--- src/core/ssq_pkg.sv ---
// constants for the synthesizer status and start-up sequencer
package ssq_pkg;
    // serial word layout: write/read flag, register address, register contents
    localparam int SSQ_WORD_BITS = 32;
    localparam int SSQ_DATA_BITS = 27;
    localparam int SSQ_RW_BIT = 31;
    localparam int SSQ_ADDR_MSB = 30;
    localparam int SSQ_ADDR_LSB = 27;
    localparam int SSQ_HDR_BITS = 5;
    localparam int SSQ_NUM_WR_REGS = 10;
    // register offsets
    localparam logic [3:0] SSQ_MAIN_DIVIDER_REGISTER = 4'h0;
    localparam logic [3:0] SSQ_FRACTION_CONTROL_REGISTER = 4'h1;
    localparam logic [3:0] SSQ_CALIBRATION_CONTROL_REGISTER = 4'h6;
    localparam logic [3:0] SSQ_PIN_CONTROL_REGISTER = 4'h7;
    localparam logic [3:0] SSQ_TEST_INIT_REGISTER = 4'h9;
    localparam logic [3:0] SSQ_LOCK_AND_REGULATOR_STATUS = 4'hA;
    localparam logic [3:0] SSQ_PART_IDENTIFICATION = 4'hB;
    // status word fields
    localparam int SSQ_ST_RSVD_MSB = 26;
    localparam int SSQ_ST_RSVD_LSB = 18;
    localparam int SSQ_ST_RAMPUP_MSB = 17;
    localparam int SSQ_ST_RAMPUP_LSB = 13;
    localparam int SSQ_ST_OVC_MSB = 12;
    localparam int SSQ_ST_OVC_LSB = 8;
    localparam int SSQ_ST_LOCK_BIT = 7;
    localparam int SSQ_ST_OSC_MSB = 6;
    localparam int SSQ_ST_OSC_LSB = 5;
    localparam int SSQ_ST_SUB_MSB = 4;
    localparam int SSQ_ST_SUB_LSB = 0;
    // control fields
    localparam int SSQ_MANUAL_CAL_EN_BIT = 26;
    localparam int SSQ_CAL_OSC_MSB = 26;
    localparam int SSQ_CAL_OSC_LSB = 25;
    localparam int SSQ_CAL_SUB_MSB = 24;
    localparam int SSQ_CAL_SUB_LSB = 20;
    localparam int SSQ_PIN_TRISTATE_BIT = 25;
    localparam int SSQ_PIN_CMOS_MODE_BIT = 24;
    localparam int SSQ_READBACK_DISABLE_BIT = 23;
    // reset values and frame counter limits
    localparam logic [26:0] SSQ_REG_RESET = 27'h0000000;
    localparam logic [8:0] SSQ_RSVD_ZERO = 9'h000;
    localparam logic [5:0] SSQ_CNT_RESET = 6'h00;
    localparam logic [5:0] SSQ_CNT_HDR_LAST = 6'h04;
    localparam logic [5:0] SSQ_CNT_FULL = 6'h20;
    // oscillator choices and calibration states
    typedef enum logic [1:0] {
        lowest_band_oscillator = 2'h0,
        low_mid_band_oscillator = 2'h1,
        mid_high_band_oscillator = 2'h2,
        highest_band_oscillator = 2'h3
    } ssq_oscillator_choice_type;
    typedef enum {
        SSQ_CAL_IDLE,
        SSQ_CAL_RUN
    } ssq_cal_state_type;
endpackage : ssq_pkg

--- src/core/ssq_top.sv ---
// serial control port, status and identification registers, calibration sequencing
module ssq_top
    import ssq_pkg::*;
#(
    parameter logic [26:0] PART_ID_CODE = 27'h0001234 // arbitrary value
) (
    input wire logic clk,
    input wire logic resetn,
    input wire logic spi_clk,
    input wire logic spi_data_in,
    input wire logic spi_select_n,
    input wire logic pll_locked,
    input wire logic [4:0] ldo_rampup_ok,
    input wire logic [4:0] ldo_overcurrent,
    input wire logic cal_done,
    input wire logic [1:0] cal_oscillator_choice,
    input wire logic [4:0] cal_subband_setting,
    output logic lock_or_readback_pin_o,
    output logic lock_or_readback_pin_oe,
    output logic ldo_enable,
    output logic core_powerdown,
    output logic cal_start,
    output logic manual_calibration_enable,
    output logic [1:0] oscillator_choice,
    output logic [4:0] subband_setting
);
    // ==========================================================
    // input synchronisers
    localparam int SYNC_W = 22;
    // frame select and calibrator done rest high, so reset loads them high
    // and no false select edge or done level follows reset
    localparam logic [SYNC_W-1:0] SYNC_IDLE = 22'h080080;
    logic [SYNC_W-1:0] sync1_q;
    logic [SYNC_W-1:0] sync2_q;
    logic s_clk;
    logic s_din;
    logic s_sel_n;
    logic s_lock;
    logic [4:0] s_ramp;
    logic [4:0] s_ovc;
    logic s_done;
    logic [1:0] s_osc;
    logic [4:0] s_sub;

    always_ff @(posedge clk) begin
        if (!resetn) begin
            sync1_q <= SYNC_IDLE;
            sync2_q <= SYNC_IDLE;
        end else begin
            sync1_q <= {spi_clk, spi_data_in, spi_select_n, pll_locked, ldo_rampup_ok,
                        ldo_overcurrent, cal_done, cal_oscillator_choice, cal_subband_setting};
            sync2_q <= sync1_q;
        end
    end

    // only the second stage feeds the logic
    assign {s_clk, s_din, s_sel_n, s_lock, s_ramp, s_ovc, s_done, s_osc, s_sub} = sync2_q;

    // ==========================================================
    // serial port state
    logic clk_prev_q;
    logic sel_prev_q;
    logic [31:0] shift_q;
    logic [31:0] shift_d;
    logic [5:0] cnt_q;
    logic [5:0] cnt_d;
    logic rd_active_q;
    logic rd_active_d;
    logic [26:0] rd_shift_q;
    logic [26:0] rd_shift_d;
    logic sdo_q;
    logic sdo_d;
    logic [26:0] regs_q [SSQ_NUM_WR_REGS];
    logic [26:0] regs_d [SSQ_NUM_WR_REGS];
    logic main_wr;
    logic rise;
    logic fall;
    logic [31:0] shift_next;
    logic [3:0] rd_addr;
    logic [3:0] wr_addr;
    logic [26:0] status_word;
    logic [26:0] rd_data;

    // ==========================================================
    // calibration and power state
    ssq_cal_state_type cal_state_q;
    ssq_cal_state_type cal_state_d;
    logic [1:0] osc_q;
    logic [1:0] osc_d;
    logic [4:0] sub_q;
    logic [4:0] sub_d;
    logic cal_start_q;
    logic cal_start_d;
    logic pd_q;
    logic pd_d;
    logic manual_q;
    logic manual_d;
    logic pin_out_q;
    logic pin_out_d;
    logic pin_oe_q;
    logic pin_oe_d;
    logic done_low_q;
    logic done_low_d;

    // edges of the synchronised serial clock, counted only inside a frame
    assign rise = s_clk && !clk_prev_q && !s_sel_n;
    assign fall = !s_clk && clk_prev_q && !s_sel_n;
    assign shift_next = {shift_q[30:0], s_din};
    assign rd_addr = shift_next[3:0];
    assign wr_addr = shift_q[SSQ_ADDR_MSB:SSQ_ADDR_LSB];

    // status word assembled live; reading it changes nothing
    assign status_word = {SSQ_RSVD_ZERO, s_ramp, s_ovc, s_lock, osc_q, sub_q};

    always_comb begin
        rd_data = SSQ_REG_RESET;
        if (rd_addr == SSQ_LOCK_AND_REGULATOR_STATUS) begin
            rd_data = status_word;
        end else if (rd_addr == SSQ_PART_IDENTIFICATION) begin
            rd_data = PART_ID_CODE;
        end else if (rd_addr < SSQ_LOCK_AND_REGULATOR_STATUS) begin
            rd_data = regs_q[rd_addr];
        end
    end

    // ==========================================================
    // serial port next state
    always_comb begin
        shift_d = shift_q;
        cnt_d = cnt_q;
        rd_active_d = rd_active_q;
        rd_shift_d = rd_shift_q;
        sdo_d = sdo_q;
        regs_d = regs_q;
        main_wr = 1'b0;
        if (s_sel_n) begin
            cnt_d = SSQ_CNT_RESET;
            rd_active_d = 1'b0;
            // commit a complete write frame on deselect
            if (!sel_prev_q && cnt_q == SSQ_CNT_FULL && !shift_q[SSQ_RW_BIT]
                && wr_addr < SSQ_LOCK_AND_REGULATOR_STATUS) begin
                regs_d[wr_addr] = shift_q[SSQ_DATA_BITS-1:0];
                main_wr = (wr_addr == SSQ_MAIN_DIVIDER_REGISTER);
            end
        end else if (rise) begin
            shift_d = shift_next;
            if (cnt_q != SSQ_CNT_FULL) begin
                cnt_d = cnt_q + 6'h01;
            end
            // header complete on a read: load the answer
            if (cnt_q == SSQ_CNT_HDR_LAST && shift_next[SSQ_HDR_BITS-1]) begin
                rd_active_d = 1'b1;
                rd_shift_d = rd_data;
            end
        end else if (fall && rd_active_q) begin
            sdo_d = rd_shift_q[SSQ_DATA_BITS-1];
            rd_shift_d = {rd_shift_q[25:0], 1'b0};
        end
    end

    always_ff @(posedge clk) begin
        if (!resetn) begin
            clk_prev_q <= 1'b0;
            sel_prev_q <= 1'b1;
            shift_q <= '0;
            cnt_q <= SSQ_CNT_RESET;
            rd_active_q <= 1'b0;
            rd_shift_q <= SSQ_REG_RESET;
            sdo_q <= 1'b0;
            for (int i = 0; i < SSQ_NUM_WR_REGS; i++) begin
                regs_q[i] <= SSQ_REG_RESET;
            end
        end else begin
            clk_prev_q <= s_clk;
            sel_prev_q <= s_sel_n;
            shift_q <= shift_d;
            cnt_q <= cnt_d;
            rd_active_q <= rd_active_d;
            rd_shift_q <= rd_shift_d;
            sdo_q <= sdo_d;
            regs_q <= regs_d;
        end
    end

    // ==========================================================
    // calibration, power-down and pin next state
    always_comb begin
        cal_state_d = cal_state_q;
        osc_d = osc_q;
        sub_d = sub_q;
        cal_start_d = 1'b0;
        pd_d = pd_q;
        manual_d = regs_q[SSQ_FRACTION_CONTROL_REGISTER][SSQ_MANUAL_CAL_EN_BIT];
        done_low_d = done_low_q;
        case (cal_state_q)
            SSQ_CAL_IDLE: begin
                if (main_wr) begin
                    pd_d = 1'b0;
                    if (manual_d) begin
                        osc_d = regs_q[SSQ_CALIBRATION_CONTROL_REGISTER]
                                [SSQ_CAL_OSC_MSB:SSQ_CAL_OSC_LSB];
                        sub_d = regs_q[SSQ_CALIBRATION_CONTROL_REGISTER]
                                [SSQ_CAL_SUB_MSB:SSQ_CAL_SUB_LSB];
                    end else begin
                        cal_start_d = 1'b1;
                        cal_state_d = SSQ_CAL_RUN;
                        done_low_d = 1'b0;
                    end
                end
            end
            SSQ_CAL_RUN: begin
                // done must be seen low first: the synchroniser still shows
                // the previous result for a few cycles after the start pulse
                if (!s_done) begin
                    done_low_d = 1'b1;
                end
                if (s_done && done_low_q && !cal_start_q) begin
                    osc_d = s_osc;
                    sub_d = s_sub;
                    cal_state_d = SSQ_CAL_IDLE;
                end
            end
            default: begin
                cal_state_d = SSQ_CAL_IDLE;
            end
        endcase
        // pin carries read data only while a read frame is active
        if (rd_active_d && !regs_q[SSQ_PIN_CONTROL_REGISTER][SSQ_READBACK_DISABLE_BIT]) begin
            pin_out_d = sdo_d;
        end else begin
            pin_out_d = s_lock;
        end
        // open-drain mode drives only the low level
        pin_oe_d = !regs_q[SSQ_PIN_CONTROL_REGISTER][SSQ_PIN_TRISTATE_BIT]
                   && (regs_q[SSQ_PIN_CONTROL_REGISTER][SSQ_PIN_CMOS_MODE_BIT] || !pin_out_d);
    end

    always_ff @(posedge clk) begin
        if (!resetn) begin
            cal_state_q <= SSQ_CAL_IDLE;
            osc_q <= 2'h0;
            sub_q <= 5'h00;
            cal_start_q <= 1'b0;
            pd_q <= 1'b1;
            manual_q <= 1'b0;
            done_low_q <= 1'b0;
            pin_out_q <= 1'b0;
            pin_oe_q <= 1'b0;
        end else begin
            cal_state_q <= cal_state_d;
            osc_q <= osc_d;
            sub_q <= sub_d;
            cal_start_q <= cal_start_d;
            pd_q <= pd_d;
            manual_q <= manual_d;
            done_low_q <= done_low_d;
            pin_out_q <= pin_out_d;
            pin_oe_q <= pin_oe_d;
        end
    end

    // ==========================================================
    // outputs
    logic ldo_en_q;

    always_ff @(posedge clk) begin
        if (!resetn) begin
            ldo_en_q <= 1'b0;
        end else begin
            ldo_en_q <= 1'b1;
        end
    end

    assign lock_or_readback_pin_o = pin_out_q;
    assign lock_or_readback_pin_oe = pin_oe_q;
    assign ldo_enable = ldo_en_q;
    assign core_powerdown = pd_q;
    assign cal_start = cal_start_q;
    assign manual_calibration_enable = manual_q;
    assign oscillator_choice = osc_q;
    assign subband_setting = sub_q;
endmodule : ssq_top

--- config.mk ---
export PLATFORM = sky130hd
export DESIGN_NAME = ssq_top
export DESIGN_NICKNAME = d
export VERILOG_FILES = /design/src/core/ssq_pkg.sv /design/src/core/ssq_top.sv
export SDC_FILE = /design/constraint.sdc
export NUM_CORES = 1
export LEC_CHECK = 0
export ABC_AREA = 1
export BUFFER_PORTS_ARGS = -buffer_cell sky130_fd_sc_hd__buf_2
export CAP_MARGIN = 20
export CORE_ASPECT_RATIO = 1.1
export CORE_MARGIN = 8
export CORE_UTILIZATION = 50
export CTS_CLUSTER_SIZE = 16
export DETAILED_ROUTE_END_ITERATION = 6
export GPL_ROUTABILITY_DRIVEN = 0
export PLACE_DENSITY = 0.66
export SLEW_MARGIN = 10
export SYNTH_ARGS = -nofsm -noshare
export SYNTH_HDL_FRONTEND = slang
export SYNTH_SLANG_ARGS = --single-unit
--- constraint.sdc ---
create_clock -name clk -period 5.08 [get_ports clk]
set_input_delay 1.016 -clock clk [delete_from_list [all_inputs] [get_ports clk]]
set_output_delay 1.016 -clock clk [all_outputs]
set_load 0.02 [all_outputs]
==> summary.txt <==
Synthesis
  – Post-synthesis sequential area ratio: 47.4%
  – Mapped Cells: 2359
  – Largest family of logic cells by synthesized area: compound AO/OA/AOI/OAI gates
  – FF+latch count, synth: 398
  – Post-synth EDFFs: 0
  – Synth warn: 0
  – Share of the synthesized area in the top cell type: 47.4%
  – Most used DFF post-synth: dfxtp_1
  – Mapped Area: about 17000 um2
  – Count leader, synth: dfxtp_1
  – Unique masters post-synth: 33
  – Top cells by area, synth: dfxtp_1 (47%), o21ai_0 (11%), nor2_1 (8.1%)
  – Asr flop ratio synth: 0%
  – Adder-cell share of the synthesized area: less than 1%
  – Syn_area_per_cell: roughly 7.1 um2
  – Syn_nets: 2385
  – Post-synth top cells: dfxtp_1 (398), o21ai_0 (381), nor2_1 (364), nand2_1 (307), inv_1 (237)
  – Post-Synth Simple-Gate Area: 20.4%
  – Leading area contributor after synthesis: dfxtp_1
  – Mux contribution to synthesized area: less than 1%
  – Synth Area in Compound Gates: a little over a fifth
  – XOR/XNOR Fraction of Synth Area: 0%

Cells and area
  – Antenna Cells: 0
  – Layout fillers: about 3100
  – Nets@finish: 2295
  – Layout cells sized above 1: 6.83%
  – P&R area growth vs syn: 8.29%
  – Final instance area: between 15000 and 20000 um2

Outcome
  – Outcome: finished clean

Pwr
  – Peak supply drop: 0.000318 V
  – Sw power: 0.00139 W
  – Internal power: 0.00489 W
  – Clock power share: 46.3%
  – Leakage power: 7.29 nW
  – Sw frac: 22.1%
  – Sequential power share: 50.4%
  – PwrDens: 345 nW/um2
  – Share of total power in combinational logic: 3.4%

CTS
  – Number of CTS-inserted buffers: between 40 and 50
  – Clk buf depth: 3
  – Setup bufs post-CTS: 0
  – # resized after CTS: 0
  – CTS Hold Bufs: 0
  – Clock slew at reported path FFs: 0.06 ns
  – CTS sink count: 398
  – Clk_lat worst skew: 0.55 ns
  – Root buf cell: clkbuf_16
  – CTS H-tree depth: 2
  – CTS tree: yes

Global routing
  – Initial antenna violation count: 0
  – GRT Total Usage: approximately a quarter
  – First-pass GRT wire length: 77100 um
  – Total grt overflow: 0
  – Largest net degree at the start of global routing: 223
  – Vias in the first global route: 13800

Detailed routing
  – Antenna viol nets, final: 0
  – Vias per inst: 5.54
  – Vias: 15100
  – DRT Wirelength: roughly 49000 um
  – DRC viols: 0
  – Routed WL per cell: 18.1 um
  – TritonRoute pass-1 iters: 7
  – Number of DRC markers in iteration 0: 1467

STA
  – RSZ-0062 raised after global routing: no
  – Slew @ Worst Pin: 1.03 ns
  – Worst clock skew: 0.0181 ns
  – Pins Over Slew Limit: 0
  – Relative slew slack: 31.5%
  – Setup TNS: 0 ns
  – Fin crit share: 57.7%
  – Crit path time final: 2.93 ns
  – Setup Viol. Count Final: 0
  – Max Fclk: 341 MHz
  – Fin. Hold Viols: 0

Placement
  – DP Wirelength: about 27000 um
  – Port bufs: 36
  – Area after DPL: 16900 um2

Setup path
  – CP endpoint: rd_shift_q[24]
  – FF-to-FF setup slack: 2.15 ns
  – Worst-path fanout max: 36
  – Setup crit start kind: flip-flop
  – Critical path class: flip-flop to flip-flop
  – Length in cells of the worst reg-to-reg path: 8
  – Worst EP arrival: 3.36 ns
  – Required time worst endpoint: 5.51 ns
  – Terminus of the critical flop-to-flop path: rd_shift_q[24]
  – Critical Path Start: sync2_q[19]
  – RR Startpoint: sync2_q[19]
  – CP endpoint kind: flip-flop

Floorplan
  – # rows: 70
  – Core Region: between 30000 and 40000 um2
  – Die area: 39800 um2
  – Num ports: 37
  – Die W: 191 um
  – Die height: between 200 and 250 um
  – Starting Density: 50.7%

Flow run
  – Max Cap Viol: 0

Hold path
  – Worst min-delay path class: flip-flop to flip-flop
## registers in the layout, summed over array words and instances, names as in the netlist, 2 cells and up
name,count
regs_q,269
subband_setting,5
sync1_q,22
cnt_q,6
shift_q,32
oscillator_choice,2
rd_shift_q,27
sync2_q,22
## layout make-up
| type | count | area [um2] | area share (%) |
|---|---|---|---|
| timing repair buffer | 55 | 358 | 1.96 |
| inverter | 246 | 923 | 5.07 |
| clock inverter | 8 | 43.8 | 0.240 |
| multi-input combinational | 1527 | 7130 | 39.2 |
| clock buffer | 64 | 1240 | 6.83 |
| tap | 432 | 541 | 2.97 |
| sequential | 398 | 7970 | 43.8 |
## per-stage QoR
stage	power (W)	hold slack (ns)	instances	util [%]	setup WS, ns
2_1_floorplan	0.00338	0.390	2359	-	3.08
3_3_place_gp	0.00344	0.394	2658	51.0	2.21
3_5_place_dp	0.00344	0.397	2658	51.0	2.18
4_1_cts	0.00631	0.411	2730	54.9	2.17
5_1_grt	0.00647	0.424	2730	54.9	1.92
6_report	0.00628	0.405	2730	54.9	2.15
## cells in the final DEF (no fill, tap or decap), types with 2 or more instances in the layout
cell and n:
buf_4 17, buf_12 2, clkbuf_1 12, nand3_4 2, dfxtp_1 396, ha_1 2
buf_2 35, o21ai_0 381, nand3_1 108, nand2_1 306, or2_2 5, inv_2 9
a21oi_1 234, nor2_1 362, clkbuf_8 9, nand2_2 8, nor2_4 7, o21bai_1 3
mux2i_1 7, a31oi_1 2, nand4_1 15, nand2_4 2, clkbuf_16 43, o21ai_1 25
clkinv_2 7, inv_1 236, a211oi_1 2, o211ai_1 46, nor2_2 5
## critical path: stages, from the launching register on
cell	delay (ns)
dfxtp_1	0.35
nor2_1	0.14
nand2_2	0.44
nor2_2	0.31
nand2_2	0.15
nand2_2	0.53
inv_1	0.50
a21oi_1	0.27
a21oi_1	0.10
## cells by family after synthesis
kind of cell / after synthesis
AOI/OAI and AO/OA: 693
muxes: 7
DFF: 398
and+or+nand+nor: 825
buffers and inverters: 434
adders and majority gates: 2
## worst min path at each step
stage	startpoint	to	slack (ns)	cells after the start
2_1_floorplan	sync1_q[0]	sync2_q[0]	0.39	2
3_3_place_gp	sync1_q[9]	sync2_q[9]	0.39	2
3_5_place_dp	sync1_q[14]	sync2_q[14]	0.40	2
4_1_cts	sync1_q[14]	sync2_q[14]	0.41	2
5_1_grt	sync1_q[2]	sync2_q[2]	0.42	2
6_report	sync1_q[16]	sync2_q[16]	0.40	2
## power groups by stage
| stage | combinational [W] | sequential, W | clock, W |
|---|---|---|---|
| 2_1_floorplan | 0.000165 | 0.00322 | 0 |
| 3_3_place_gp | 0.000207 | 0.00323 | 0 |
| 3_5_place_dp | 0.000210 | 0.00323 | 0 |
| 4_1_cts | 0.000210 | 0.00316 | 0.00294 |
| 5_1_grt | 0.000240 | 0.00316 | 0.00307 |
| 6_report | 0.000213 | 0.00316 | 0.00290 |
## routing by layer
metal	share of wire (%)	track usage, %	up-vias
li1	-	-	7435
met1	43	32.4	7045
met2	46	39.1	541
met3	7.9	4.03	94
met4	3.1	8.51	0
met5	0	0	-
(Power assumes the default switching activity.)
